`config.mk`:
```
export PLATFORM = sky130hd
export DESIGN_NAME = tx_confirm_status_and_pool_descriptor
export DESIGN_NICKNAME = d
export VERILOG_FILES = /design/src/txc_pkg.sv /design/src/cause_if.sv /design/src/tx_confirm_status_and_pool_descriptor.sv /design/src/cause_select.sv
export VERILOG_INCLUDE_DIRS = /design/src
export SDC_FILE = /design/constraint.sdc
export NUM_CORES = 1
export LEC_CHECK = 0
export ABC_CLOCK_PERIOD_IN_PS = 4750
export BUFFER_PORTS_ARGS = -buffer_cell sky130_fd_sc_hd__buf_4
export CAP_MARGIN = 40
export CORE_MARGIN = 1
export CORE_UTILIZATION = 50
export DETAILED_ROUTE_END_ITERATION = 10
export GPL_TIMING_DRIVEN = 1
export PLACE_DENSITY = 0.78
export SLEW_MARGIN = 15
export SYNTH_ARGS = -nofsm -noshare
export SYNTH_HDL_FRONTEND = slang
export SYNTH_SLANG_ARGS = --single-unit
```
`constraint.sdc`:
```
create_clock -name sys_clk -period 4.75 [get_ports sys_clk]
set_clock_uncertainty 0.15 [all_clocks]
set_input_delay 0.95 -clock sys_clk [delete_from_list [all_inputs] [get_ports sys_clk]]
set_output_delay 0.95 -clock sys_clk [all_outputs]
set_load 0.01 [all_outputs]
```
`src/txc_cfg.svh`:
```
`ifndef TXC_CFG_SVH
`define TXC_CFG_SVH

// Confirmation status codes
`define CODE_OK 4'h6
`define CODE_HOST_ABORT 4'h9
`define CODE_BAD_RINGOP 4'ha
`define CODE_DEV_ABORT 4'hb
`define CODE_TIMEOUT 4'hc
`define CODE_MAC_RESET 4'hd
`define CODE_CONSIST 4'he
`define CODE_FATAL 4'hf
`define CODE_NONE 4'h0
`define CODE_MSB 3

// Register byte offsets
`define OFS_CTRL 8'h00
`define OFS_IRQ_STAT 8'h04
`define OFS_IRQ_EN 8'h08
`define OFS_IRQ_CLR 8'h0c
`define OFS_LAST_CODE 8'h10
`define OFS_IDU_PTR 8'h14
`define OFS_PAGE_END 8'h18

// Control register fields
`define CTRL_HOST_ABORT_BIT 0
`define CTRL_SOFT_RESET_BIT 1
`define CTRL_RESET_VAL 1'b1

// Interrupt event bits
`define EV_CNF 0
`define EV_ABORT 1
`define EV_PAGE_FULL 2
`define EV_WIDTH 3

// Pool space descriptor word 1 fields
`define LOC_MSB 27
`define PAGE_LSB 12
`define PAGE_BITS 16
`define PAGE_STEP 16'h0001
`define PAGE_ZERO 12'h000
`define IDU_STEP 28'h0000004
`define PTR_ZERO 28'h0000000

// Service classes
`define CLASS_IMMEDIATE 2'h0

// Output unit descriptor part tags
`define TAG_MIDDLE 2'h0
`define TAG_LAST 2'h1
`define TAG_FIRST 2'h2
`define TAG_ONLY 2'h3

`endif

```
`src/txc_pkg.sv`:
```
package txc_pkg;

   typedef enum logic [1:0] {MODE_DATA, MODE_BEACON, MODE_CLAIM, MODE_OTHER} tx_mode_e;

   typedef enum logic {PH_IDLE, PH_ACTIVE} req_phase_e;

   typedef struct packed {
      logic mac_reset;
      logic fatal;
      logic consist;
      logic dev_abort;
      logic timeout;
      logic host_abort;
   } cause_s;

   typedef struct packed {
      req_phase_e phase;
      logic pending_release;
      logic in_frame;
      logic host_abort_flag;
      logic soft_reset;
      logic [2:0] irq_stat;
      logic [2:0] irq_en;
      logic [3:0] last_code;
      logic [27:0] idu_ptr;
      logic [27:0] page_end;
      logic space_empty;
      logic [31:0] rdata;
      logic cnf_valid;
      logic [3:0] cnf_status;
      logic tx_abort;
      logic token_release;
   } state_s;

endpackage

```
`src/cause_if.sv`:
```
`timescale 1ns/100ps
interface cause_if;
   import txc_pkg::*;
   cause_s causes;
   logic any;
   logic [3:0] code;
   modport sel (input causes, output any, code);
   modport user (output causes, input any, code);
endinterface

```
`src/tx_confirm_status_and_pool_descriptor.sv`:
```
// What this block does
// - Host flag cleared or queue full: 1001
// - Class conflicting with ring state: 1010
// - Parity, frame control, MAC frame: abort 1011
// - Other beacon or claim lost: 1011
// - Rotation timer expiry, holding disabled: 1100
// - Holding expiry: finish frame, release token
// - MAC reset during request: 1101
// - Inconsistent descriptor queues: 1110
// - Internal fault or bus error: 1111
// - Pool address loads data unit pointer
// - Free area ends at next 4 kByte
// - Byte count field is ignored
// - Normal completion writes 0110
//
// Implementation choices: the register addresses and the plain strobed port.
`timescale 1ns/100ps
`include "txc_cfg.svh"
module tx_confirm_status_and_pool_descriptor
   import txc_pkg::*;
(
   // Clock and reset
   input wire logic sys_clk,
   input wire logic sys_rst,
   // Register port
   input wire logic [7:0] reg_addr,
   input wire logic [31:0] reg_wdata,
   input wire logic reg_wr,
   input wire logic reg_rd,
   output logic [31:0] reg_rdata,
   output logic irq,
   // Request control from the ring engine
   input wire logic req_start,
   input wire logic [1:0] req_class,
   input wire logic req_last_done,
   input wire logic frame_done,
   input wire logic ring_operational,
   input wire tx_mode_e tx_mode,
   input wire logic tht_enabled,
   input wire logic tht_expired,
   input wire logic trt_expired,
   // Abnormal conditions
   input wire logic cnf_queue_full,
   input wire logic parity_error,
   input wire logic fc_check_fail,
   input wire logic mac_frame_rx,
   input wire logic other_beacon_rx,
   input wire logic claim_lost,
   input wire logic mac_reset_hw,
   input wire logic internal_fault,
   input wire logic abus_error,
   // Output unit descriptor parts
   input wire logic output_unit_descriptor_valid,
   input wire logic [1:0] output_unit_descriptor_tag,
   // Confirmation and token
   output logic cnf_valid,
   output logic [3:0] cnf_status,
   output logic transmit_abort_out,
   output logic token_release,
   // Pool space descriptors
   input wire logic psp_valid,
   input wire logic [31:0] psp_word0,
   input wire logic [31:0] psp_word1,
   input wire logic idu_write,
   output logic [27:0] idu_ptr,
   output logic [27:0] idu_page_end,
   output logic idu_space_empty
);

   state_s s;
   state_s next_s;
   cause_if cif ();
   logic output_unit_descriptor_bad;
   logic ringop_bad;
   logic mode_abort;
   logic tht_hit;
   logic [`EV_WIDTH-1:0] events;
   logic [`EV_WIDTH-1:0] irq_hit;
   logic [`PAGE_BITS-1:0] next_page;
   logic [27:0] next_ptr;

   cause_select u_select (
      .cif(cif)
   );

   always_comb begin
      output_unit_descriptor_bad = 1'b0;
      if (output_unit_descriptor_valid) begin
         unique case (output_unit_descriptor_tag)
            `TAG_FIRST, `TAG_ONLY: output_unit_descriptor_bad = s.in_frame;
            `TAG_MIDDLE, `TAG_LAST: output_unit_descriptor_bad = !s.in_frame;
         endcase
      end
   end

   assign ringop_bad = (req_class == `CLASS_IMMEDIATE) ? ring_operational : !ring_operational;

   assign tht_hit = tht_enabled && tht_expired;

   always_comb begin
      unique case (tx_mode)
         MODE_DATA: mode_abort = mac_frame_rx;
         MODE_BEACON: mode_abort = other_beacon_rx;
         MODE_CLAIM: mode_abort = claim_lost;
         MODE_OTHER: mode_abort = 1'b0;
      endcase
   end

   // Causes count only while a request is running
   always_comb begin
      cif.causes = '0;
      if (s.phase == PH_ACTIVE) begin
         cif.causes.host_abort = !s.host_abort_flag || cnf_queue_full;
         cif.causes.dev_abort = parity_error || fc_check_fail || mode_abort;
         cif.causes.timeout = !tht_enabled && trt_expired;
         cif.causes.mac_reset = mac_reset_hw || s.soft_reset;
         cif.causes.consist = output_unit_descriptor_bad;
         cif.causes.fatal = internal_fault || abus_error;
      end
   end

   always_comb begin
      next_s = s;
      next_ptr = s.idu_ptr;
      events = '0;
      // Wraps at the top of the address space
      next_page = psp_word1[`LOC_MSB:`PAGE_LSB] + `PAGE_STEP;
      next_s.cnf_valid = 1'b0;
      next_s.tx_abort = 1'b0;
      next_s.token_release = 1'b0;
      next_s.soft_reset = 1'b0;
      next_s.rdata = '0;

      unique case (s.phase)
         PH_IDLE: begin
            if (req_start) begin
               if (ringop_bad) begin
                  next_s.cnf_valid = 1'b1;
                  next_s.cnf_status = `CODE_BAD_RINGOP;
                  next_s.last_code = `CODE_BAD_RINGOP;
                  events[`EV_CNF] = 1'b1;
                  events[`EV_ABORT] = 1'b1;
               end else begin
                  next_s.phase = PH_ACTIVE;
                  next_s.in_frame = 1'b0;
                  next_s.pending_release = 1'b0;
               end
            end
         end
         PH_ACTIVE: begin
            if (output_unit_descriptor_valid) begin
               unique case (output_unit_descriptor_tag)
                  `TAG_FIRST: next_s.in_frame = 1'b1;
                  `TAG_MIDDLE: next_s.in_frame = s.in_frame;
                  `TAG_LAST, `TAG_ONLY: next_s.in_frame = 1'b0;
               endcase
            end
            if (cif.any) begin
               next_s.phase = PH_IDLE;
               next_s.cnf_valid = 1'b1;
               next_s.cnf_status = cif.code;
               next_s.last_code = cif.code;
               next_s.tx_abort = (cif.code == `CODE_DEV_ABORT);
               events[`EV_CNF] = 1'b1;
               events[`EV_ABORT] = 1'b1;
            end else if (req_last_done) begin
               next_s.phase = PH_IDLE;
               next_s.cnf_valid = 1'b1;
               next_s.cnf_status = `CODE_OK;
               next_s.last_code = `CODE_OK;
               events[`EV_CNF] = 1'b1;
            end else begin
               if (tht_hit) begin
                  next_s.pending_release = 1'b1;
               end
               if (frame_done && (s.pending_release || tht_hit)) begin
                  next_s.token_release = 1'b1;
                  next_s.pending_release = 1'b0;
               end
            end
         end
      endcase

      if (psp_valid) begin
         next_ptr = psp_word1[`LOC_MSB:0];
         next_s.page_end = {next_page, `PAGE_ZERO};
      end else if (idu_write && !s.space_empty) begin
         next_ptr = s.idu_ptr + `IDU_STEP;
         if (next_ptr == s.page_end) begin
            events[`EV_PAGE_FULL] = 1'b1;
         end
      end
      next_s.idu_ptr = next_ptr;
      // Empty is judged against the end in force after this cycle
      next_s.space_empty = (next_ptr == next_s.page_end);

      if (reg_wr) begin
         unique case (reg_addr)
            `OFS_CTRL: begin
               next_s.host_abort_flag = reg_wdata[`CTRL_HOST_ABORT_BIT];
               next_s.soft_reset = reg_wdata[`CTRL_SOFT_RESET_BIT];
            end
            `OFS_IRQ_EN: begin
               next_s.irq_en = reg_wdata[`EV_WIDTH-1:0];
            end
            // Write one to clear
            `OFS_IRQ_CLR: begin
               next_s.irq_stat = s.irq_stat & ~reg_wdata[`EV_WIDTH-1:0];
            end
            default: ;
         endcase
      end
      // New events win over a clear in the same cycle
      next_s.irq_stat = next_s.irq_stat | events;

      if (reg_rd) begin
         unique case (reg_addr)
            `OFS_CTRL: begin
               next_s.rdata[`CTRL_HOST_ABORT_BIT] = s.host_abort_flag;
            end
            `OFS_IRQ_STAT: begin
               next_s.rdata[`EV_WIDTH-1:0] = s.irq_stat;
            end
            `OFS_IRQ_EN: begin
               next_s.rdata[`EV_WIDTH-1:0] = s.irq_en;
            end
            `OFS_LAST_CODE: begin
               next_s.rdata[`CODE_MSB:0] = s.last_code;
            end
            `OFS_IDU_PTR: begin
               next_s.rdata[`LOC_MSB:0] = s.idu_ptr;
            end
            `OFS_PAGE_END: begin
               next_s.rdata[`LOC_MSB:0] = s.page_end;
            end
            default: next_s.rdata = '0;
         endcase
      end
   end

   always_ff @(posedge sys_clk or posedge sys_rst) begin
      if (sys_rst) begin
         s <= '{
            phase: PH_IDLE,
            pending_release: 1'b0,
            in_frame: 1'b0,
            host_abort_flag: `CTRL_RESET_VAL,
            soft_reset: 1'b0,
            irq_stat: '0,
            irq_en: '0,
            last_code: `CODE_NONE,
            idu_ptr: `PTR_ZERO,
            page_end: `PTR_ZERO,
            // No space until the first pool descriptor
            space_empty: 1'b1,
            rdata: '0,
            cnf_valid: 1'b0,
            cnf_status: `CODE_NONE,
            tx_abort: 1'b0,
            token_release: 1'b0
         };
      end else begin
         s <= next_s;
      end
   end

   assign reg_rdata = s.rdata;
   // One enable gate per event bit
   for (genvar i = 0; i < `EV_WIDTH; i++) begin : g_irq
      assign irq_hit[i] = s.irq_stat[i] & s.irq_en[i];
   end
   assign irq = |irq_hit;
   assign cnf_valid = s.cnf_valid;
   assign cnf_status = s.cnf_status;
   assign transmit_abort_out = s.tx_abort;
   assign token_release = s.token_release;
   assign idu_ptr = s.idu_ptr;
   assign idu_page_end = s.page_end;
   assign idu_space_empty = s.space_empty;

endmodule

```
`src/cause_select.sv`:
```
`timescale 1ns/100ps
`include "txc_cfg.svh"
module cause_select
   import txc_pkg::*;
(
   // Cause vector in, code out
   cause_if.sel cif
);

   // Ties between causes in one cycle go to the most severe
   always_comb begin
      cif.any = |cif.causes;
      if (cif.causes.mac_reset) begin
         cif.code = `CODE_MAC_RESET;
      end else if (cif.causes.fatal) begin
         cif.code = `CODE_FATAL;
      end else if (cif.causes.consist) begin
         cif.code = `CODE_CONSIST;
      end else if (cif.causes.dev_abort) begin
         cif.code = `CODE_DEV_ABORT;
      end else if (cif.causes.timeout) begin
         cif.code = `CODE_TIMEOUT;
      end else if (cif.causes.host_abort) begin
         cif.code = `CODE_HOST_ABORT;
      end else begin
         cif.code = `CODE_NONE;
      end
   end

endmodule

```
==> impl_results.md <==
* Max_cap viols at 0
* Total Wirelength at 19700 um
* Skew-Pair Late Insertion Delay at 0.36 ns
* Initial Util at 52.1%
* Gr usage total at 26.7%
* Outcome: finished, final reports clean
* Inst Count DP at 1034
* Switching portion of total power at 32.0%
* Max Root-Sink Buffers at 2
* Final Total Pwr at 2.40 mW
* Sw power at 0.770 mW
* Leakage power at between 3 and 4 nW
* Total negative setup slack at 0 ns
* Clk pwr share at 31.0%
* Reg-to-Reg Start: idu_ptr[9]
* Post-synth top flop: dfrtp_1
* Cts repair resizes at 0
* Vias at 6119
* Number of diodes at 0
* Worst-path fanout max at 13
* Clock slew at reported path FFs at roughly 0.080 ns
* DRC violations left at 0
* IO Pins at 230
* Fin. max-slew vios at 0
* Pwr/cell area at 291 nW/um2
* Gpl congestion at 0.987
* Clk root buf: clkbuf_16
* # port buffers at 160
* Sequential area share after synthesis at around 36%
* Worst slack, placed at 0.941 ns
* Yosys reg bits at roughly 110
* Post-synth top area cell: dfrtp_1
* Cells after Synth at 823
* EDFF count, synth at 0
* Syn Area/Cell at approximately 9 um2
* RSZ-0062 raised after global routing: no
* Layout Utilization at 58.5%
* Slew @ Worst Pin at 0.884 ns
* Fillers at 1291
* Area of the mapped netlist at 7340 um2
* Asr flop ratio synth at 100%
* Synth top area cells: dfrtp_1, buf_4, xnor2_1, xor2_1, mux2_2
* Flop pwr share at 45.5%
* First-pass GRT wire length at 30600 um
* Final nets at 1000
* Die area at 15200 um2
* Vias per Instance at 5.83
* Combinational power share at a little under a quarter
* Initial antenna violation count at 0
* Core Area at about 14000 um2
* Post-CTS Setup Bufs at 0
* Non-filler cells, final at around 1100
* Height of the chip at approximately 120 um
* Synth warn at 0
* Hold Path Class: reg2reg
* Share of layout cells above drive strength 1 at 26.3%
* FMAX at 268 MHz
* DRT iter0 DRCs at between 400 and 500
* Flop2flop setup slack at between 1 and 1.5 ns
* # hold bufs at CTS at 0
* CTS tree: yes
* DP HPWL at 14500 um
* Tmin final at around 3.7 ns
* Top-area cell type share of the netlist area at 35.5%
* Internal power at 1.63 mW
* Clock H-tree levels at 3
* Setup crit start: idu_ptr[9]
* Worst rel slew slack at 40.6%
* Die width at between 100 and 150 um
* Post-synth cell types at 71
* Post-DRT Antenna Nets at 0
* CP Capture Type: flip-flop
* Largest net degree at the start of global routing at 51
* Final number of hold-violating endpoints at 0
* CTS sink count at roughly 110
* Crit path to: idu_space_empty
* Vias in the first global route at 5767
* Remaining global-route overflow at 0
* Drt first pass iters at 5
* Area grow syn2layout at 12.3%
* Worst path required time at roughly 4.9 ns
* Row count at 43
* Max VDD drop at 0.000166 V
* WP data arrival at 3.85 ns
* Period utilisation layout at 78.6%
* Final worst slack at 1.02 ns
* CP startpoint kind: flip-flop
* Crit Reg-Reg Endpoint: idu_space_empty
* WS Path Type: reg2reg
* Drt wl/cell at roughly 19 um
* Final setup violation count at 0
* Cts bufs inserted at 9
* Depth of the most critical reg-to-reg path at 7
[power by group through the flow]
stage | combinational (mW) | sequential (mW) | clock [mW]
after detailed placement | 0.560 | 1.11 | 0
after global placement | 0.552 | 1.11 | 0
final | 0.564 | 1.09 | 0.744
after CTS | 0.563 | 1.09 | 0.756
after floorplan | 0.464 | 1.04 | 0
after global routing | 0.621 | 1.11 | 0.795
[metrics by stage]
step,area (um2),hold WS (ns)
after floorplan,7350,0.295
after global placement,7950,0.312
after detailed placement,7950,0.319
after CTS,8240,0.335
after global routing,8240,0.362
final,8240,0.338
[cell families after synthesis]
kind of cell	count (synthesis)	share of synthesized area [%]
other	1	0.0511
muxes	31	4.62
buffers and inverters	161	13.1
adders and majority gates	2	0.341
AOI/OAI and AO/OA	145	13.6
and+or+nand+nor	295	22.3
DFF	106	36.2
xor gates and xnor gates	82	9.79
[placed cells by master (no fill, tap or decap), types with 8 or more instances in the layout]
cell type and n:
a22oi_1 29, o21ai_0 24, nor2_1 54, a21oi_1 28
nor4_1 15, mux2_2 23, nor3_1 14, clkbuf_16 9
mux2i_1 8, xor2_1 33, nand2_1 56, nand3_1 30
nand4_1 17, dfrtp_1 104, inv_1 21, nand2b_1 12
nor2b_1 39, xnor2_1 49, buf_4 167
[how the worst min path moves through the flow]
| stage | start | to | cells after the start |
|---|---|---|---|
| floorplan | s[99] | s[99] | 1 |
| global placement | s[99] | s[99] | 1 |
| detailed placement | s[99] | s[99] | 1 |
| CTS | s[99] | s[99] | 1 |
| global route | s[99] | s[99] | 1 |
| finish | s[99] | s[99] | 1 |
[critical path, cell delays in order (launching register included)]
cell and delay (ns):
dfrtp_1 0.57, nand4_1 0.57, nor4_1 0.90, xor2_1 0.21, o21ai_0 0.33, o221ai_1 0.17
or4_1 0.54, nor4_1 0.20
[synth_stat cells, types with 6 or more instances]
library cell / n
a22oi_1: 29
nand4_1: 17
clkbuf_1: 36
o21ai_0: 24
nand2b_1: 12
nor2b_1: 39
nand3b_1: 7
buf_4: 93
nor2_1: 55
nand2_1: 56
mux2_2: 23
a31oi_1: 7
xnor2_1: 49
a21oi_1: 28
xor2_1: 33
nor4_1: 15
inv_1: 22
and3_1: 7
and4_1: 7
or4_1: 6
dfrtp_1: 104
mux2i_1: 8
nand3_1: 30
buf_2: 7
nor3_1: 14
[registers in the layout, indices dropped and copies added, names as in the netlist]
signal,flops
reg_rdata,28
idu_space_empty,1
idu_ptr,28
cnf_valid,1
s,15
token_release,1
cnf_status,3
idu_page_end,28
transmit_abort_out,1
[per-layer routing]
layer  GRT usage (%)  part of all wire [%]  up-vias
li1                -                     -     2892
met1            35.8                    43     2942
met2            43.1                    47      247
met3            5.03                   7.1       38
met4            9.11                   2.5        0
met5               0                     0        -
[final cells by class]
cell class	count	area (um2)	share of cell area [%]
repair buffers	167	1250	15.2
flip-flops and latches	106	2660	32.2
inverters	22	85.1	1.03
well taps	180	225	2.73
multi-input cells	559	3730	45.3
clock buffers	11	253	3.07
clock inverters	5	36.3	0.440
No activity file was read; power rests on OpenSTA's default activity.
